$ cat config.mk
export PLATFORM = sky130hd
export DESIGN_NAME = tcp_timer_pair
export DESIGN_NICKNAME = d
export VERILOG_FILES = /design/src/hdl/tcp_pkg.sv /design/src/hdl/tcp_timer_pair.sv
export SDC_FILE = /design/constraint.sdc
export NUM_CORES = 1
export LEC_CHECK = 0
export CAP_MARGIN = 20
export CELL_PAD_IN_SITES_DETAIL_PLACEMENT = 1
export CELL_PAD_IN_SITES_GLOBAL_PLACEMENT = 1
export CORE_ASPECT_RATIO = 0.7
export CORE_MARGIN = 2
export CORE_UTILIZATION = 43
export DETAILED_ROUTE_END_ITERATION = 10
export DONT_BUFFER_PORTS = 1
export PLACE_DENSITY_LB_ADDON = 0.1
export REMOVE_ABC_BUFFERS = 1
export SYNTH_ARGS = -nofsm -noshare
export SYNTH_HDL_FRONTEND = slang
export SYNTH_SLANG_ARGS = --single-unit
$ cat constraint.sdc
create_clock -name i_clock -period 2.1 [get_ports i_clock]
set_input_delay 0.42 -clock i_clock [delete_from_list [all_inputs] [get_ports i_clock]]
set_output_delay 0.42 -clock i_clock [all_outputs]
set_load 0.01 [all_outputs]
$ cat src/hdl/tcp_pkg.sv
// constants for the cascadable timer pair
// Function
// RQ1: cascade joins low word and high word
// RQ2: cascade ignores the high half control
// RQ3: low half clock and gate drive cascade
// RQ4: cascade interrupt uses high half flag
// RQ5: interrupt on full 32-bit period match
// RQ6: halves count independently when not cascaded
// RQ7: no asynchronous external counter mode exists
// RQ8: only low half resynchronises prescaler output
// RQ9: timer mode counts cycles, wraps at period
// RQ10: counter mode counts synced external edges
// RQ11: low count read latches high count
// RQ12: holding write then low write loads high
// RQ13: stop-in-idle bit halts counting in idle
// RQ14: counting resumes when idle ends
// RQ15: adc trigger, gating and prescaler ratios
// RQ16: cascade compares all 32 bits together
package tcp_pkg;
  // register byte offsets
  localparam logic [7:0] OFS_CTL_LO = 8'h00;
  localparam logic [7:0] OFS_CTL_HI = 8'h04;
  localparam logic [7:0] OFS_CNT_LO = 8'h08;
  localparam logic [7:0] OFS_CNT_HI = 8'h0C;
  localparam logic [7:0] OFS_PER_LO = 8'h10;
  localparam logic [7:0] OFS_PER_HI = 8'h14;
  localparam logic [7:0] OFS_HOLD = 8'h18;
  localparam logic [7:0] OFS_STS = 8'h1C;
  localparam logic [7:0] OFS_MSK = 8'h20;
  // control fields
  localparam int CTL_ON = 15;
  localparam int CTL_SIDL = 13;
  localparam int CTL_GATE = 6;
  localparam int CTL_PS = 4;
  localparam int CTL_CASC = 3;
  localparam int CTL_EXT = 1;
  localparam logic [15:0] CTL_MASK = 16'hA07A;
  // status fields
  localparam int STS_LO = 0;
  localparam int STS_HI = 1;
  // reset values
  localparam logic [15:0] CTL_RST = 16'h0000;
  localparam logic [15:0] PER_RST = 16'hFFFF;
  // prescaler terminal counts for 1, 8, 64, 256
  localparam logic [7:0] PS_LIM [0:3] = '{8'h00, 8'h07, 8'h3F, 8'hFF};
endpackage

$ cat src/hdl/tcp_timer_pair.sv
// two 16-bit timers, cascadable to 32 bits, ahb-lite slave
`timescale 1ns/10ps
module tcp_timer_pair (
  // clock and reset
  input wire logic i_clock,
  input wire logic i_rst,
  // ahb-lite slave
  input wire logic i_hsel,
  input wire logic [31:0] i_haddr,
  input wire logic [1:0] i_htrans,
  input wire logic i_hwrite,
  input wire logic [2:0] i_hsize,
  input wire logic [31:0] i_hwdata,
  input wire logic i_hready,
  output logic [31:0] o_hrdata,
  output logic o_hreadyout,
  output logic o_hresp,
  // pins and system state
  input wire logic i_ext_clk_lo,
  input wire logic i_ext_clk_hi,
  input wire logic i_idle,
  // events
  output logic o_adc_trig,
  output logic o_irq
);
  typedef struct packed {
    logic [15:0] ctl_lo;
    logic [15:0] ctl_hi;
    logic [15:0] cnt_lo;
    logic [15:0] cnt_hi;
    logic [15:0] per_lo;
    logic [15:0] per_hi;
    logic [15:0] hold;
    logic [1:0] sts;
    logic [1:0] msk;
    logic [7:0] pre_lo;
    logic [7:0] pre_hi;
    logic tick_lo;
    logic [2:0] sy_lo;
    logic [2:0] sy_hi;
    logic lv_lo;
    logic lv_hi;
    logic ap_vld;
    logic ap_wr;
    logic [7:0] ap_adr;
    logic [31:0] rdata;
    logic adc;
  } tcp_state_t;

  tcp_state_t st_ff;
  tcp_state_t nxt_st;
  logic casc;
  logic rise_lo;
  logic rise_hi;
  logic hit_lo;
  logic hit_hi;
  logic [7:0] pre_hi_v;
  logic [1:0] set_v;
  logic [1:0] clr_v;
  logic wr;
  logic wr_cnt;
  logic wr_lo;
  logic rd_acc;
  logic [31:0] cnt32;
  logic [31:0] per32;
  logic [15:0] wd;

  // prescaler step: returns {hit, next prescale count}
  function automatic logic [8:0] tcp_pre(input logic [15:0] c,
      input logic [7:0] pre, input logic lvl, input logic rise,
      input logic idle);
    logic run;
    logic ev;
    logic [7:0] lim;
    run = c[tcp_pkg::CTL_ON] & ~(idle & c[tcp_pkg::CTL_SIDL]); // RQ13 RQ14
    // external source is always resynchronised: no async mode
    ev = c[tcp_pkg::CTL_EXT] ? rise : // RQ7 RQ10
      (c[tcp_pkg::CTL_GATE] ? lvl : 1'b1); // RQ15
    lim = tcp_pkg::PS_LIM[c[tcp_pkg::CTL_PS+:2]]; // RQ15
    if (!c[tcp_pkg::CTL_ON])
      tcp_pre = 9'h000;
    else if (run && ev)
      tcp_pre = (pre == lim) ? 9'h100 : {1'b0, pre + 8'h01};
    else
      tcp_pre = {1'b0, pre};
  endfunction

  function automatic logic [31:0] tcp_rd(input tcp_state_t s,
      input logic [7:0] a);
    tcp_rd = 32'h0000_0000;
    unique case (a)
      tcp_pkg::OFS_CTL_LO: tcp_rd = {16'h0000, s.ctl_lo};
      tcp_pkg::OFS_CTL_HI: tcp_rd = {16'h0000, s.ctl_hi};
      tcp_pkg::OFS_CNT_LO: tcp_rd = {16'h0000, s.cnt_lo};
      tcp_pkg::OFS_CNT_HI: tcp_rd = {16'h0000, s.cnt_hi};
      tcp_pkg::OFS_PER_LO: tcp_rd = {16'h0000, s.per_lo};
      tcp_pkg::OFS_PER_HI: tcp_rd = {16'h0000, s.per_hi};
      tcp_pkg::OFS_HOLD: tcp_rd = {16'h0000, s.hold};
      tcp_pkg::OFS_STS: tcp_rd = {30'h0000_0000, s.sts};
      tcp_pkg::OFS_MSK: tcp_rd = {30'h0000_0000, s.msk};
      default: tcp_rd = 32'h0000_0000;
    endcase
  endfunction

  always_comb
  begin
    nxt_st = st_ff;
    set_v = 2'h0;
    clr_v = 2'h0;
    wd = i_hwdata[15:0];
    casc = st_ff.ctl_lo[tcp_pkg::CTL_CASC];
    cnt32 = {st_ff.cnt_hi, st_ff.cnt_lo}; // RQ1
    per32 = {st_ff.per_hi, st_ff.per_lo};
    wr = st_ff.ap_vld & st_ff.ap_wr;
    wr_lo = wr & (st_ff.ap_adr == tcp_pkg::OFS_CNT_LO);
    wr_cnt = wr_lo | (wr & (st_ff.ap_adr == tcp_pkg::OFS_CNT_HI));
    rd_acc = i_hsel & i_htrans[1] & i_hready & ~i_hwrite;
    // pin level changes once second and third stages agree
    nxt_st.sy_lo = {st_ff.sy_lo[1:0], i_ext_clk_lo};
    nxt_st.sy_hi = {st_ff.sy_hi[1:0], i_ext_clk_hi};
    rise_lo = (st_ff.sy_lo[1] == st_ff.sy_lo[2]) & st_ff.sy_lo[2]
      & ~st_ff.lv_lo;
    rise_hi = (st_ff.sy_hi[1] == st_ff.sy_hi[2]) & st_ff.sy_hi[2]
      & ~st_ff.lv_hi;
    if (st_ff.sy_lo[1] == st_ff.sy_lo[2])
      nxt_st.lv_lo = st_ff.sy_lo[2];
    if (st_ff.sy_hi[1] == st_ff.sy_hi[2])
      nxt_st.lv_hi = st_ff.sy_hi[2];
    // low control, clock and gate also serve the cascade
    {hit_lo, nxt_st.pre_lo} = tcp_pre(st_ff.ctl_lo, st_ff.pre_lo,
      st_ff.lv_lo, rise_lo, i_idle); // RQ3
    {hit_hi, pre_hi_v} = tcp_pre(st_ff.ctl_hi, st_ff.pre_hi,
      st_ff.lv_hi, rise_hi, i_idle); // RQ6
    // high half control has no effect while cascaded
    nxt_st.pre_hi = casc ? 8'h00 : pre_hi_v; // RQ2
    // low half retimes its prescaler output; high half uses it direct
    nxt_st.tick_lo = hit_lo; // RQ8
    nxt_st.adc = 1'b0;
    if (casc)
    begin
      if (st_ff.tick_lo)
      begin
        if (cnt32 == per32) // RQ16
        begin
          {nxt_st.cnt_hi, nxt_st.cnt_lo} = 32'h0000_0000; // RQ9 RQ10
          set_v[tcp_pkg::STS_HI] = 1'b1; // RQ4 RQ5
          nxt_st.adc = 1'b1; // RQ15
        end
        else
        begin
          {nxt_st.cnt_hi, nxt_st.cnt_lo} = cnt32 + 32'h0000_0001; // RQ1
        end
      end
    end
    else
    begin
      if (st_ff.tick_lo)
      begin
        if (st_ff.cnt_lo == st_ff.per_lo)
        begin
          nxt_st.cnt_lo = 16'h0000; // RQ6
          set_v[tcp_pkg::STS_LO] = 1'b1;
          nxt_st.adc = 1'b1; // RQ15
        end
        else
          nxt_st.cnt_lo = st_ff.cnt_lo + 16'h0001;
      end
      if (hit_hi)
      begin
        if (st_ff.cnt_hi == st_ff.per_hi)
        begin
          nxt_st.cnt_hi = 16'h0000; // RQ6
          set_v[tcp_pkg::STS_HI] = 1'b1;
        end
        else
          nxt_st.cnt_hi = st_ff.cnt_hi + 16'h0001;
      end
    end
    // bus writes in the data phase; a write beats a count step
    if (wr)
    begin
      unique case (st_ff.ap_adr)
        tcp_pkg::OFS_CTL_LO: nxt_st.ctl_lo = wd & tcp_pkg::CTL_MASK;
        tcp_pkg::OFS_CTL_HI: nxt_st.ctl_hi = wd & tcp_pkg::CTL_MASK;
        tcp_pkg::OFS_CNT_LO:
        begin
          nxt_st.cnt_lo = wd;
          if (casc)
            nxt_st.cnt_hi = st_ff.hold; // RQ12
        end
        tcp_pkg::OFS_CNT_HI: nxt_st.cnt_hi = wd;
        tcp_pkg::OFS_PER_LO: nxt_st.per_lo = wd;
        tcp_pkg::OFS_PER_HI: nxt_st.per_hi = wd;
        tcp_pkg::OFS_HOLD: nxt_st.hold = wd; // RQ12
        tcp_pkg::OFS_STS: clr_v = wd[1:0];
        tcp_pkg::OFS_MSK: nxt_st.msk = wd[1:0];
        default: nxt_st.msk = st_ff.msk;
      endcase
    end
    // a new event wins over a write-one clear in the same cycle
    nxt_st.sts = (st_ff.sts & ~clr_v) | set_v;
    // address phase: zero wait states, read data registered here
    nxt_st.ap_vld = i_hsel & i_htrans[1] & i_hready;
    nxt_st.ap_wr = i_hwrite;
    nxt_st.ap_adr = i_haddr[7:0];
    if (rd_acc)
    begin
      nxt_st.rdata = tcp_rd(st_ff, i_haddr[7:0]);
      if (i_haddr[7:0] == tcp_pkg::OFS_CNT_LO)
        nxt_st.hold = st_ff.cnt_hi; // RQ11
    end
  end

  always_ff @(posedge i_clock)
  begin
    if (i_rst)
    begin
      st_ff <= '0;
      st_ff.ctl_lo <= tcp_pkg::CTL_RST;
      st_ff.ctl_hi <= tcp_pkg::CTL_RST;
      st_ff.per_lo <= tcp_pkg::PER_RST;
      st_ff.per_hi <= tcp_pkg::PER_RST;
    end
    else
      st_ff <= nxt_st;
  end

  assign o_hrdata = st_ff.rdata;
  assign o_hreadyout = 1'b1;
  assign o_hresp = 1'b0;
  assign o_adc_trig = st_ff.adc;
  assign o_irq = |(st_ff.sts & st_ff.msk); // RQ4
endmodule

# Word level (Yosys, flattened, before mapping)
# Index checks and enable logic that the tools add are counted.
[op_classes] n_lt_le_gt_ge=2 add_sub_neg=5 reduce_logical=13 bitwise=26 n_eq_ne=23 mux=42
[ops] cell="two-way mux 16 bit" count=11
[ops] cell="case mux 16 bit (9 select lines)" count=1
[ops] cell="two-way mux 32 bit" count=3
[ops] cell="two-way mux 80 bit" count=1
[ops] cell="== test 8 x 5 -> 1 bit (second input constant)" count=8
[ops] cell="two-way mux 9 bit" count=4
[ops] cell="adder 16 x 1 -> 16 bit (second input constant)" count=2
[ops] cell="adder 32 x 1 -> 32 bit (second input constant)" count=1
[ops] cell="binary-select mux 8 bit (select 2 bit)" count=2
[ops] cell="== test 16 bit" count=2
[ops] cell="== test 32 bit" count=1
[ops] cell="== test 8 x 4 -> 1 bit (second input constant)" count=4
[ops] cell="two-way mux 8 bit" count=4
[ops] cell="case mux 16 bit (2 select lines)" count=1
[ops] cell="adder 8 x 1 -> 8 bit (second input constant)" count=2
[ops] cell="== test 8 x 3 -> 1 bit (second input constant)" count=2
[ops] cell="== test 8 x 6 -> 1 bit (second input constant)" count=2
[ops] cell="== test 8 bit" count=2
[ops] cell="zero test 8 bit" count=2
[ops] cell="two-way mux 1 bit" count=13
[ops] cell="AND 1 bit" count=12
[ops] cell="AND reduction 2 bit" count=5
[ops] cell="NOT 1 bit" count=8
[ops] cell="greater-or-equal comparator 3 bit (second input constant)" count=2
[ops] cell="other kinds (9)" count=16
[word_totals] wordCells=132 register_bits=166

# Logic depth before layout (Yosys ltp)
# Gate-level depths: netlist (run 1).
[depth] ltp_word=15 depth_mapped=10 mapped_depth_nobuf=8

# Worst setup path before layout (run 1)
# Ideal clock, no wire load.
[synth_path] kind="flip-flop to flip-flop" from="register st_ff (netlist bit cnt32[17])" to="register st_ff (netlist bit cnt32[30])" slack_ns=-0.158 arrival_ns=2.127 setup_ns=0.131 period_less_slack_ns=2.258 n_path_buf=1 stages_incl_launch_ff=10 t_required_ns=1.969 cell_sequence="dfxtp_1 ha_1 and3_1 and3_1 clkbuf_1 nand3_1 or4_1 and3_1 o21ai_1 o311ai_1"
[synth_via] elab_chain_cells=7 elab_cells_between_ends=12 classes_between="add/sub (2); eq/ne (2); mux (8)"
[synth_rtl] item="start, declared" line="tcp_timer_pair.sv:50" source="tcp_state_t st_ff;"
[synth_rtl] item="start signal, assigned" line="tcp_timer_pair.sv:225" source="st_ff <= nxt_st;"
[synth_rtl] item="adder 32 x 1 -> 32 bit (tied with other cells)" line="tcp_timer_pair.sv:151" source="{nxt_st.cnt_hi, nxt_st.cnt_lo} = cnt32 + 32'h0000_0001;"
[synth_rtl] item="two-way mux 32 bit / two-way mux 16 bit (equally long branches)" line="tcp_timer_pair.sv:143, tcp_timer_pair.sv:170"
[synth_rtl] item="two-way mux 32 bit / two-way mux 16 bit (equally long branches)" line="tcp_timer_pair.sv:141, tcp_timer_pair.sv:168"
[synth_rtl] item="two-way mux 32 bit (*)" line="tcp_timer_pair.sv:139" source="if (casc)"
[synth_rtl] item="two-way mux 16 bit" line="tcp_timer_pair.sv:188" source="if (casc)"
[synth_rtl] item="case mux 16 bit (2 select lines)" line="tcp_timer_pair.sv:182" source="unique case (st_ff.ap_adr)"
[synth_rtl] item="two-way mux 80 bit (*)" line="tcp_timer_pair.sv:180" source="if (wr)"
# Every way passes the cells marked *; elsewhere a longest branch is shown, timed or not.
# A chain may end at the register's enable or synchronous reset.

# Worst setup path in the final report (run 1)
[layout_path] from="register st_ff[47] (netlist bit)" to="register st_ff (netlist bit cnt32[20])"
[layout_via] elab_chain_cells=12
[layout_rtl] item="== test 1 bit" line="tcp_timer_pair.sv:123" source="rise_hi = (st_ff.sy_hi[1] == st_ff.sy_hi[2]) & st_ff.sy_hi[2]"
[layout_rtl] item="AND 1 bit (*)" line="tcp_timer_pair.sv:123"
[layout_rtl] item="AND 1 bit (*)" line="tcp_timer_pair.sv:124" source="& ~st_ff.lv_hi;"
[layout_rtl] item="two-way mux 1 bit (*)" line="tcp_timer_pair.sv:77" source="ev = c[tcp_pkg::CTL_EXT] ? rise :"
[layout_rtl] item="logical AND 1 bit (*)" line="tcp_timer_pair.sv:82" source="else if (run && ev)"
[layout_rtl] item="two-way mux 9 bit (*)" line="tcp_timer_pair.sv:82"
[layout_rtl] item="two-way mux 9 bit (*)" line="tcp_timer_pair.sv:80" source="if (!c[tcp_pkg::CTL_ON])"
[layout_rtl] item="two-way mux 16 bit (*)" line="tcp_timer_pair.sv:168" source="if (hit_hi)"
[layout_rtl] item="two-way mux 32 bit (*)" line="tcp_timer_pair.sv:139"
[layout_rtl] item="two-way mux 16 bit" line="tcp_timer_pair.sv:188"
[layout_rtl] item="case mux 16 bit (2 select lines)" line="tcp_timer_pair.sv:182"
[layout_rtl] item="two-way mux 80 bit (*)" line="tcp_timer_pair.sv:180"
# Marked as above.

==> results_dict.tcl, run 1 <==
set metrics [dict create \
    period_share_pct 111 \
    ir_worst_vdd_uv 589 \
    required_ns 2.45 \
    cts-buffers-inserted 17 \
    slew_headroom_pct 61.9 \
    vias_per_cell 6.14 \
    core-area_sq_um 19800 \
    clkTransAtPathRegs_ns 0.06 \
    cts_tree "done" \
    finalNonFillerCells 1484 \
    worstSkewPairLatency_ns 0.45 \
    cts_root_buf "clkbuf_16" \
    synth_seq_area_share_pct 34.6 \
    crit_start "st_ff[47]$_SDFF_PP0_" \
    hold_ws_ns 0.0477 \
    clock-sinks 150 \
    critPathArrivalTime_ns 2.67 \
    drcViolationCount 0 \
    antenna_found_initial 0 \
    ys.flop_type "dfxtp_1" \
    critPathLaunchType "register" \
    dp_hpwl_um 23600 \
    syn_area_per_cell_sq_um 8.16 \
    final-setup-viol-count 29 \
    grt_pass1_vias 9079 \
    die_w_um 174 \
    yosysWarningCount 0 \
    finalWorstSetupSlack_ns -0.221 \
    wire_per_inst_um 24.4 \
    layout.nets 1284 \
    syn2layout_area_growth_pct 35.7 \
    drtPass1Iterations 6 \
    grt_usage_pct 32.5 \
    port_buffers 0 \
    rows 43 \
    slew_violations 0 \
    rr_startpoint "st_ff[47]$_SDFF_PP0_" \
    skew_ns 0.0170 \
    synthDistinctLibCells 81 \
    drive_gt1_share_pct 35.4 \
    fmax_mhz 431 \
    endpoint_kind "register" \
    hold_path.startpoint "i_rst" \
    drtIter0Drc 945 \
    pre_cts_ws_ns -0.359 \
    placedCellCount 1428 \
    gp_congestion 0.904 \
    die_h_um 123 \
    hp-class "input pin to register" \
    rsz0062_at_grt "true" \
    grt_max_degree 139 \
    wl_um 36200 \
    h-tree-depth 4 \
    power_density_nw_per_um2 540 \
    worst_pin_slew_ns 0.570 \
    synth_edf_count 0 \
    netlist_area_sq_um 8680 \
    power.leakage_uw 0.00449 \
    cts_buffer_depth 2 \
    drv_cap 0 \
    diodes 0 \
    ys_async_sr_fraction_pct 0 \
    hold_viol 0 \
    synthesis.instances 1064 \
    boundaryPins 113 \
    dr_total_vias 9114 \
    die_area_sq_um 21300 \
    gr-total-overflow 0 \
    grt_pass1_wl_um 52900 \
    start_util_pct 43.8 \
    crit_type "register to register" \
    finalCriticalPeriod_ns 2.32 \
    ant_nets 0 \
    n_fill_cell 2304 \
    violations "negative setup slack" \
    cts_hold_buffers 0 \
    synth-seq-cells 150 \
    cp_max_fo 4 \
    status "complete, but fails checks" \
]
final timing paths:
path                           end  slack, ns  cells past startpoint
min reg2reg  nxt_st[47]$_SDFF_PP0_       0.44                      1
max           cnt32[20]$_SDFF_PP0_      -0.22                      9
min          nxt_st[47]$_SDFF_PP0_       0.05                      1
max reg2reg   cnt32[20]$_SDFF_PP0_      -0.22                      9
timing repair:
action	4_1_cts	5_1_grt
buffers inserted	16	16
endpoints found under the hold margin	0	0
resized for setup	142	94
setup endpoints to repair	33	35
pin swaps	58	49
stage by stage:
stage | utilization [%] | power (uW) | TNS (ns) | cell area, sq um
finish | 59.5 | 6350 | -2.80 | 11800
global route | 59.5 | 6530 | -5.23 | 11800
global placement | 50.0 | 3130 | -4.47 | 9900
CTS | 56.7 | 6370 | -0.914 | 11200
floorplan | - | 3060 | -12.33 | 8050
detailed placement | 50.0 | 3140 | -5.81 | 9900
registers in the layout, indices dropped and copies added, names as in the netlist:
register,count
nxt_st,4
st_ff,64
o_hrdata,16
o_adc_trig,1
per32,32
casc,1
cnt32,32
routing by layer:
| layer | vias to the layer above | track usage, % | share of wire, % |
|---|---|---|---|
| li1 | 4083 | - | - |
| met1 | 4573 | 44.0 | 45 |
| met2 | 390 | 51.3 | 45 |
| met3 | 68 | 7.47 | 7.1 |
| met4 | 0 | 11.5 | 2.7 |
| met5 | - | 0 | 0 |
Yosys cell counts, types with 3 or more instances:
master / n / area, sq um
buf_6: 9 / 101
buf_4: 41 / 308
nand2b_1: 7 / 43.8
nor3_1: 26 / 130
nor3b_1: 3 / 22.5
a31oi_1: 11 / 68.8
nand3b_1: 35 / 263
a21o_1: 10 / 75.1
xnor2_1: 31 / 272
a221oi_1: 17 / 149
nor4_1: 10 / 62.6
a222oi_1: 17 / 170
and3_1: 14 / 87.6
nor3_2: 5 / 50.1
o221a_2: 3 / 33.8
nand2_1: 117 / 439
inv_1: 5 / 18.8
clkbuf_1: 45 / 169
a311oi_1: 7 / 61.3
mux2i_1: 39 / 390
ha_1: 6 / 75.1
nor2_1: 127 / 477
dfxtp_1: 150 / 3000
o21ai_1: 9 / 45.0
nand4_1: 20 / 125
nand3_1: 31 / 155
a22o_1: 11 / 96.3
a22oi_1: 17 / 128
a211oi_1: 26 / 195
and2_1: 3 / 18.8
a32oi_1: 3 / 26.3
nor2b_1: 21 / 131
o21ai_0: 22 / 110
or3_1: 10 / 62.6
buf_2: 16 / 80.1
xor2_1: 28 / 245
a21oi_1: 57 / 285
cells by family after synthesis:
family                     Yosys count  share of synthesized area (%)
buffers and inverters              121                           8.12
DFF                                150                           34.6
and+or+nand+nor                    446                           25.8
adders and majority gates            6                          0.865
AOI/OAI and AO/OA                  240                           20.0
muxes                               40                           4.63
other                                2                         0.0865
xor gates and xnor gates            59                           5.96
area by class of cell:
cell class | instances | area [sq um] | share of cell area (%)
Clock inverter | 11 | 139 | 1.18
Inverter | 5 | 18.8 | 0.159
Sequential cell | 150 | 3060 | 26.0
Multi-Input combinational cell | 809 | 5920 | 50.3
Timing Repair Buffer | 218 | 1820 | 15.4
Tap cell | 270 | 338 | 2.87
Clock buffer | 21 | 480 | 4.08
critical path, cell delays in order (launching register included):
cell and delay [ns]:
dfxtp_2 0.35, ha_4 0.14, nand2b_4 0.06, a211oi_4 0.36, o2111ai_4 0.24, buf_6 0.19
nor4_2 0.26, a21oi_2 0.08, a211o_1 0.31, a211oi_2 0.25
where the power goes:
| group | total, uW | switching (uW) | internal [uW] | leakage, uW |
|---|---|---|---|---|
| clock network | 3260 | 1360 | 1900 | 0.000298 |
| logic | 206 | 107 | 98.8 | 0.00297 |
| registers | 2880 | 24.0 | 2860 | 0.00122 |
| total | 6350 | 1490 | 4860 | 0.00449 |
cell usage in the layout, fill, tap and decap left out, types with 6 or more instances in the layout:
| cell | Yosys | final |
|---|---|---|
| dfxtp_1 | 150 | 118 |
| a22oi_1 | 17 | 17 |
| a221oi_2 | 0 | 8 |
| a222oi_1 | 17 | 17 |
| conb_1 | 2 | 18 |
| buf_6 | 9 | 28 |
| nand3b_1 | 35 | 35 |
| nor2b_1 | 21 | 21 |
| nand3_1 | 31 | 25 |
| nand4_1 | 20 | 20 |
| o21ai_1 | 9 | 11 |
| and3_1 | 14 | 9 |
| a221oi_1 | 17 | 7 |
| nor2_1 | 127 | 118 |
| o21ai_0 | 22 | 10 |
| a211oi_2 | 0 | 6 |
| xnor2_1 | 31 | 18 |
| a22o_1 | 11 | 11 |
| mux2i_1 | 39 | 38 |
| a21o_1 | 10 | 10 |
| buf_4 | 41 | 184 |
| nand2_2 | 2 | 6 |
| xor2_1 | 28 | 19 |
| a21oi_1 | 57 | 51 |
| xor2_2 | 0 | 8 |
| nor3_2 | 5 | 8 |
| nand2_1 | 117 | 112 |
| clkbuf_16 | 0 | 18 |
| xnor2_2 | 0 | 11 |
| o21ai_2 | 1 | 9 |
| a31oi_1 | 11 | 8 |
| nor3_1 | 26 | 21 |
| dfxtp_4 | 0 | 7 |
| a211oi_1 | 26 | 20 |
| dfxtp_2 | 0 | 25 |
Power figures use the tool's default switching activity.
==> run 2: changes to the inputs <==
--- a/config.mk
+++ b/config.mk
@@ -14,6 +14,7 @@
 export DETAILED_ROUTE_END_ITERATION = 10
 export DONT_BUFFER_PORTS = 1
 export PLACE_DENSITY_LB_ADDON = 0.1
+export RECOVER_POWER = 50
 export REMOVE_ABC_BUFFERS = 1
 export SYNTH_ARGS = -nofsm -noshare
 export SYNTH_HDL_FRONTEND = slang
==> run 2 against run 1 <==
  * Clock power is essentially flat
  * Largest cell class unchanged
  * Flip-flop and latch count is the same
  * Critical path type unchanged
  * The run still ends with negative setup slack left
  * Cell count is the same
  * Die area is the same
  * Sequential share of layout area grew 0.075 points
  * Largest power group unchanged
==> results_dict.tcl, run 2 (synthesis gave the netlist of run 1 again) <==
set metrics [dict create \
    cts_buffer_depth 2 \
    placedCellCount 1428 \
    cts_root_buf "clkbuf_16" \
    hold_path.startpoint "i_rst" \
    wire_per_inst_um 24.4 \
    drtIter0Drc 910 \
    finalNonFillerCells 1484 \
    setup_tns_ns -2.64 \
    grt_pass1_wl_um 52900 \
    cp_max_fo 8 \
    boundaryPins 113 \
    mostFrequentLayoutCells "179 x buf_4, 118 x nor2_1, 118 x dfxtp_1" \
    start_util_pct 43.8 \
    die_area_sq_um 21300 \
    intPower_uw 4860 \
    die_w_um 174 \
    final-setup-viol-count 29 \
    ant_nets 0 \
    worst_pin_slew_ns 0.577 \
    pre_cts_ws_ns -0.359 \
    hp-class "input pin to register" \
    slew_violations 0 \
    grt_max_degree 139 \
    fmax_mhz 433 \
    die_h_um 123 \
    critPathArrivalTime_ns 2.66 \
    wl_um 36200 \
    min_to "nxt_st[47]$_SDFF_PP0_" \
    crit_type "register to register" \
    slew_headroom_pct 61.4 \
    required_ns 2.45 \
    clkTransAtPathRegs_ns 0.07 \
    endpoint_kind "register" \
    drcViolationCount 0 \
    grt_pass1_vias 9079 \
    diodes 0 \
    power_density_nw_per_um2 542 \
    vias_per_cell 6.20 \
    final_util_pct 59.3 \
    core-area_sq_um 19800 \
    p_clk_share_pct 51.4 \
    comb_power_share_pct 3.2 \
    status "complete, but fails checks" \
    critPathLaunchType "register" \
    period_share_pct 110 \
    worstReg2RegEnd "cnt32[20]$_SDFF_PP0_" \
    worstSkewPairLatency_ns 0.45 \
    violations "negative setup slack" \
    p_switching_uw 1500 \
    swShare_pct 23.6 \
    skew_ns 0.0176 \
    ff2ff_path_depth 10 \
    hold_ws_ns 0.0539 \
    multi_input_area_sq_um 5910 \
    dr_total_vias 9196 \
    regMostFlops "st_ff" \
    hold_viol 0 \
    drtPass1Iterations 8 \
    final_common_cell "buf_4" \
    syn2layout_area_growth_pct 35.3 \
    cts_tree "done" \
    r2r_slack_ns -0.21 \
    rr_startpoint "cnt32[0]$_SDFF_PP0_" \
    largest_reg_flops 64 \
    ir_worst_vdd_uv 588 \
    h-tree-depth 4 \
    hold_path_depth 1 \
    finalWorstSetupSlack_ns -0.211 \
    antenna_found_initial 0 \
    gr-total-overflow 0 \
    rsz0062_at_grt "true" \
    gp_congestion 0.904 \
    cts_hold_buffers 0 \
    clock-sinks 150 \
    power.leakage_uw 0.00448 \
    drive_gt1_share_pct 35.2 \
    grt_usage_pct 32.5 \
    rows 43 \
    finalCriticalPeriod_ns 2.31 \
    cts-buffers-inserted 17 \
    layout.nets 1284 \
    dp_hpwl_um 23600 \
    n_fill_cell 2309 \
    drv_cap 0 \
    port_buffers 0 \
    seq_power_share_pct 45.4 \
    regArea_sq_um 3060 \
]
==> run 2: through the flow <==
step / total power (uW) / instance area [sq um]
after floorplan: 3060 / 8050
after global placement: 3130 / 9900
after detailed placement: 3140 / 9900
after CTS: 6370 / 11200
after global routing: 6530 / 11700
final: 6360 / 11700
==> run 2: power groups by stage <==
stage	sequential, uW	clock (uW)	combinational, uW
4_1_cts	2880	3290	193
5_1_grt	2890	3430	220
2_1_floorplan	2960	0	103
3_5_place_dp	2950	0	183
3_3_place_gp	2950	0	180
6_report	2880	3270	205
==> run 2: worst max-delay path, stage by stage (launching register included) <==
cell	delay, ns
dfxtp_4	0.39
buf_4	0.13
ha_1	0.16
nand4_1	0.13
nor3_2	0.26
nand2_2	0.13
buf_4	0.22
nor2_1	0.15
xnor2_1	0.10
o221a_2	0.32
a211oi_2	0.21
==> run 2: area by class of cell <==
class / count / area share, %
inverters: 5 / 0.160
clock inverters: 11 / 1.18
clock buffers: 21 / 4.09
well taps: 270 / 2.88
flip-flops and latches: 150 / 26.1
multi-input cells: 809 / 50.3
repair buffers: 218 / 15.3
==> run 2: timing repair <==
| action | in CTS | in global routing |
|---|---|---|
| setup endpoints to repair | 33 | 35 |
| gates resized for setup | 142 | 94 |
| buffers inserted | 16 | 16 |
| pin swaps | 58 | 49 |
==> run 2: metal layers <==
layer | track usage (%) | wire [um]
met5 | 0 | 0
met4 | 11.5 | 1040
met3 | 7.47 | 2680
met2 | 51.3 | 16500
met1 | 44.0 | 16000
==> run 2: how the worst max path moves through the flow <==
| stage | from | end | slack [ns] |
|---|---|---|---|
| final | cnt32[0]$_SDFF_PP0_ | cnt32[20]$_SDFF_PP0_ | -0.21 |
| after global placement | per32[30]$_SDFFE_PP1P_ | cnt32[24]$_SDFF_PP0_ | -0.33 |
| after CTS | st_ff[47]$_SDFF_PP0_ | cnt32[18]$_SDFF_PP0_ | -0.13 |
| after floorplan | i_haddr[5] | st_ff[72]$_SDFF_PP0_ | -0.36 |
| after global routing | st_ff[47]$_SDFF_PP0_ | cnt32[20]$_SDFF_PP0_ | -0.28 |
| after detailed placement | per32[30]$_SDFFE_PP1P_ | cnt32[8]$_SDFF_PP0_ | -0.36 |
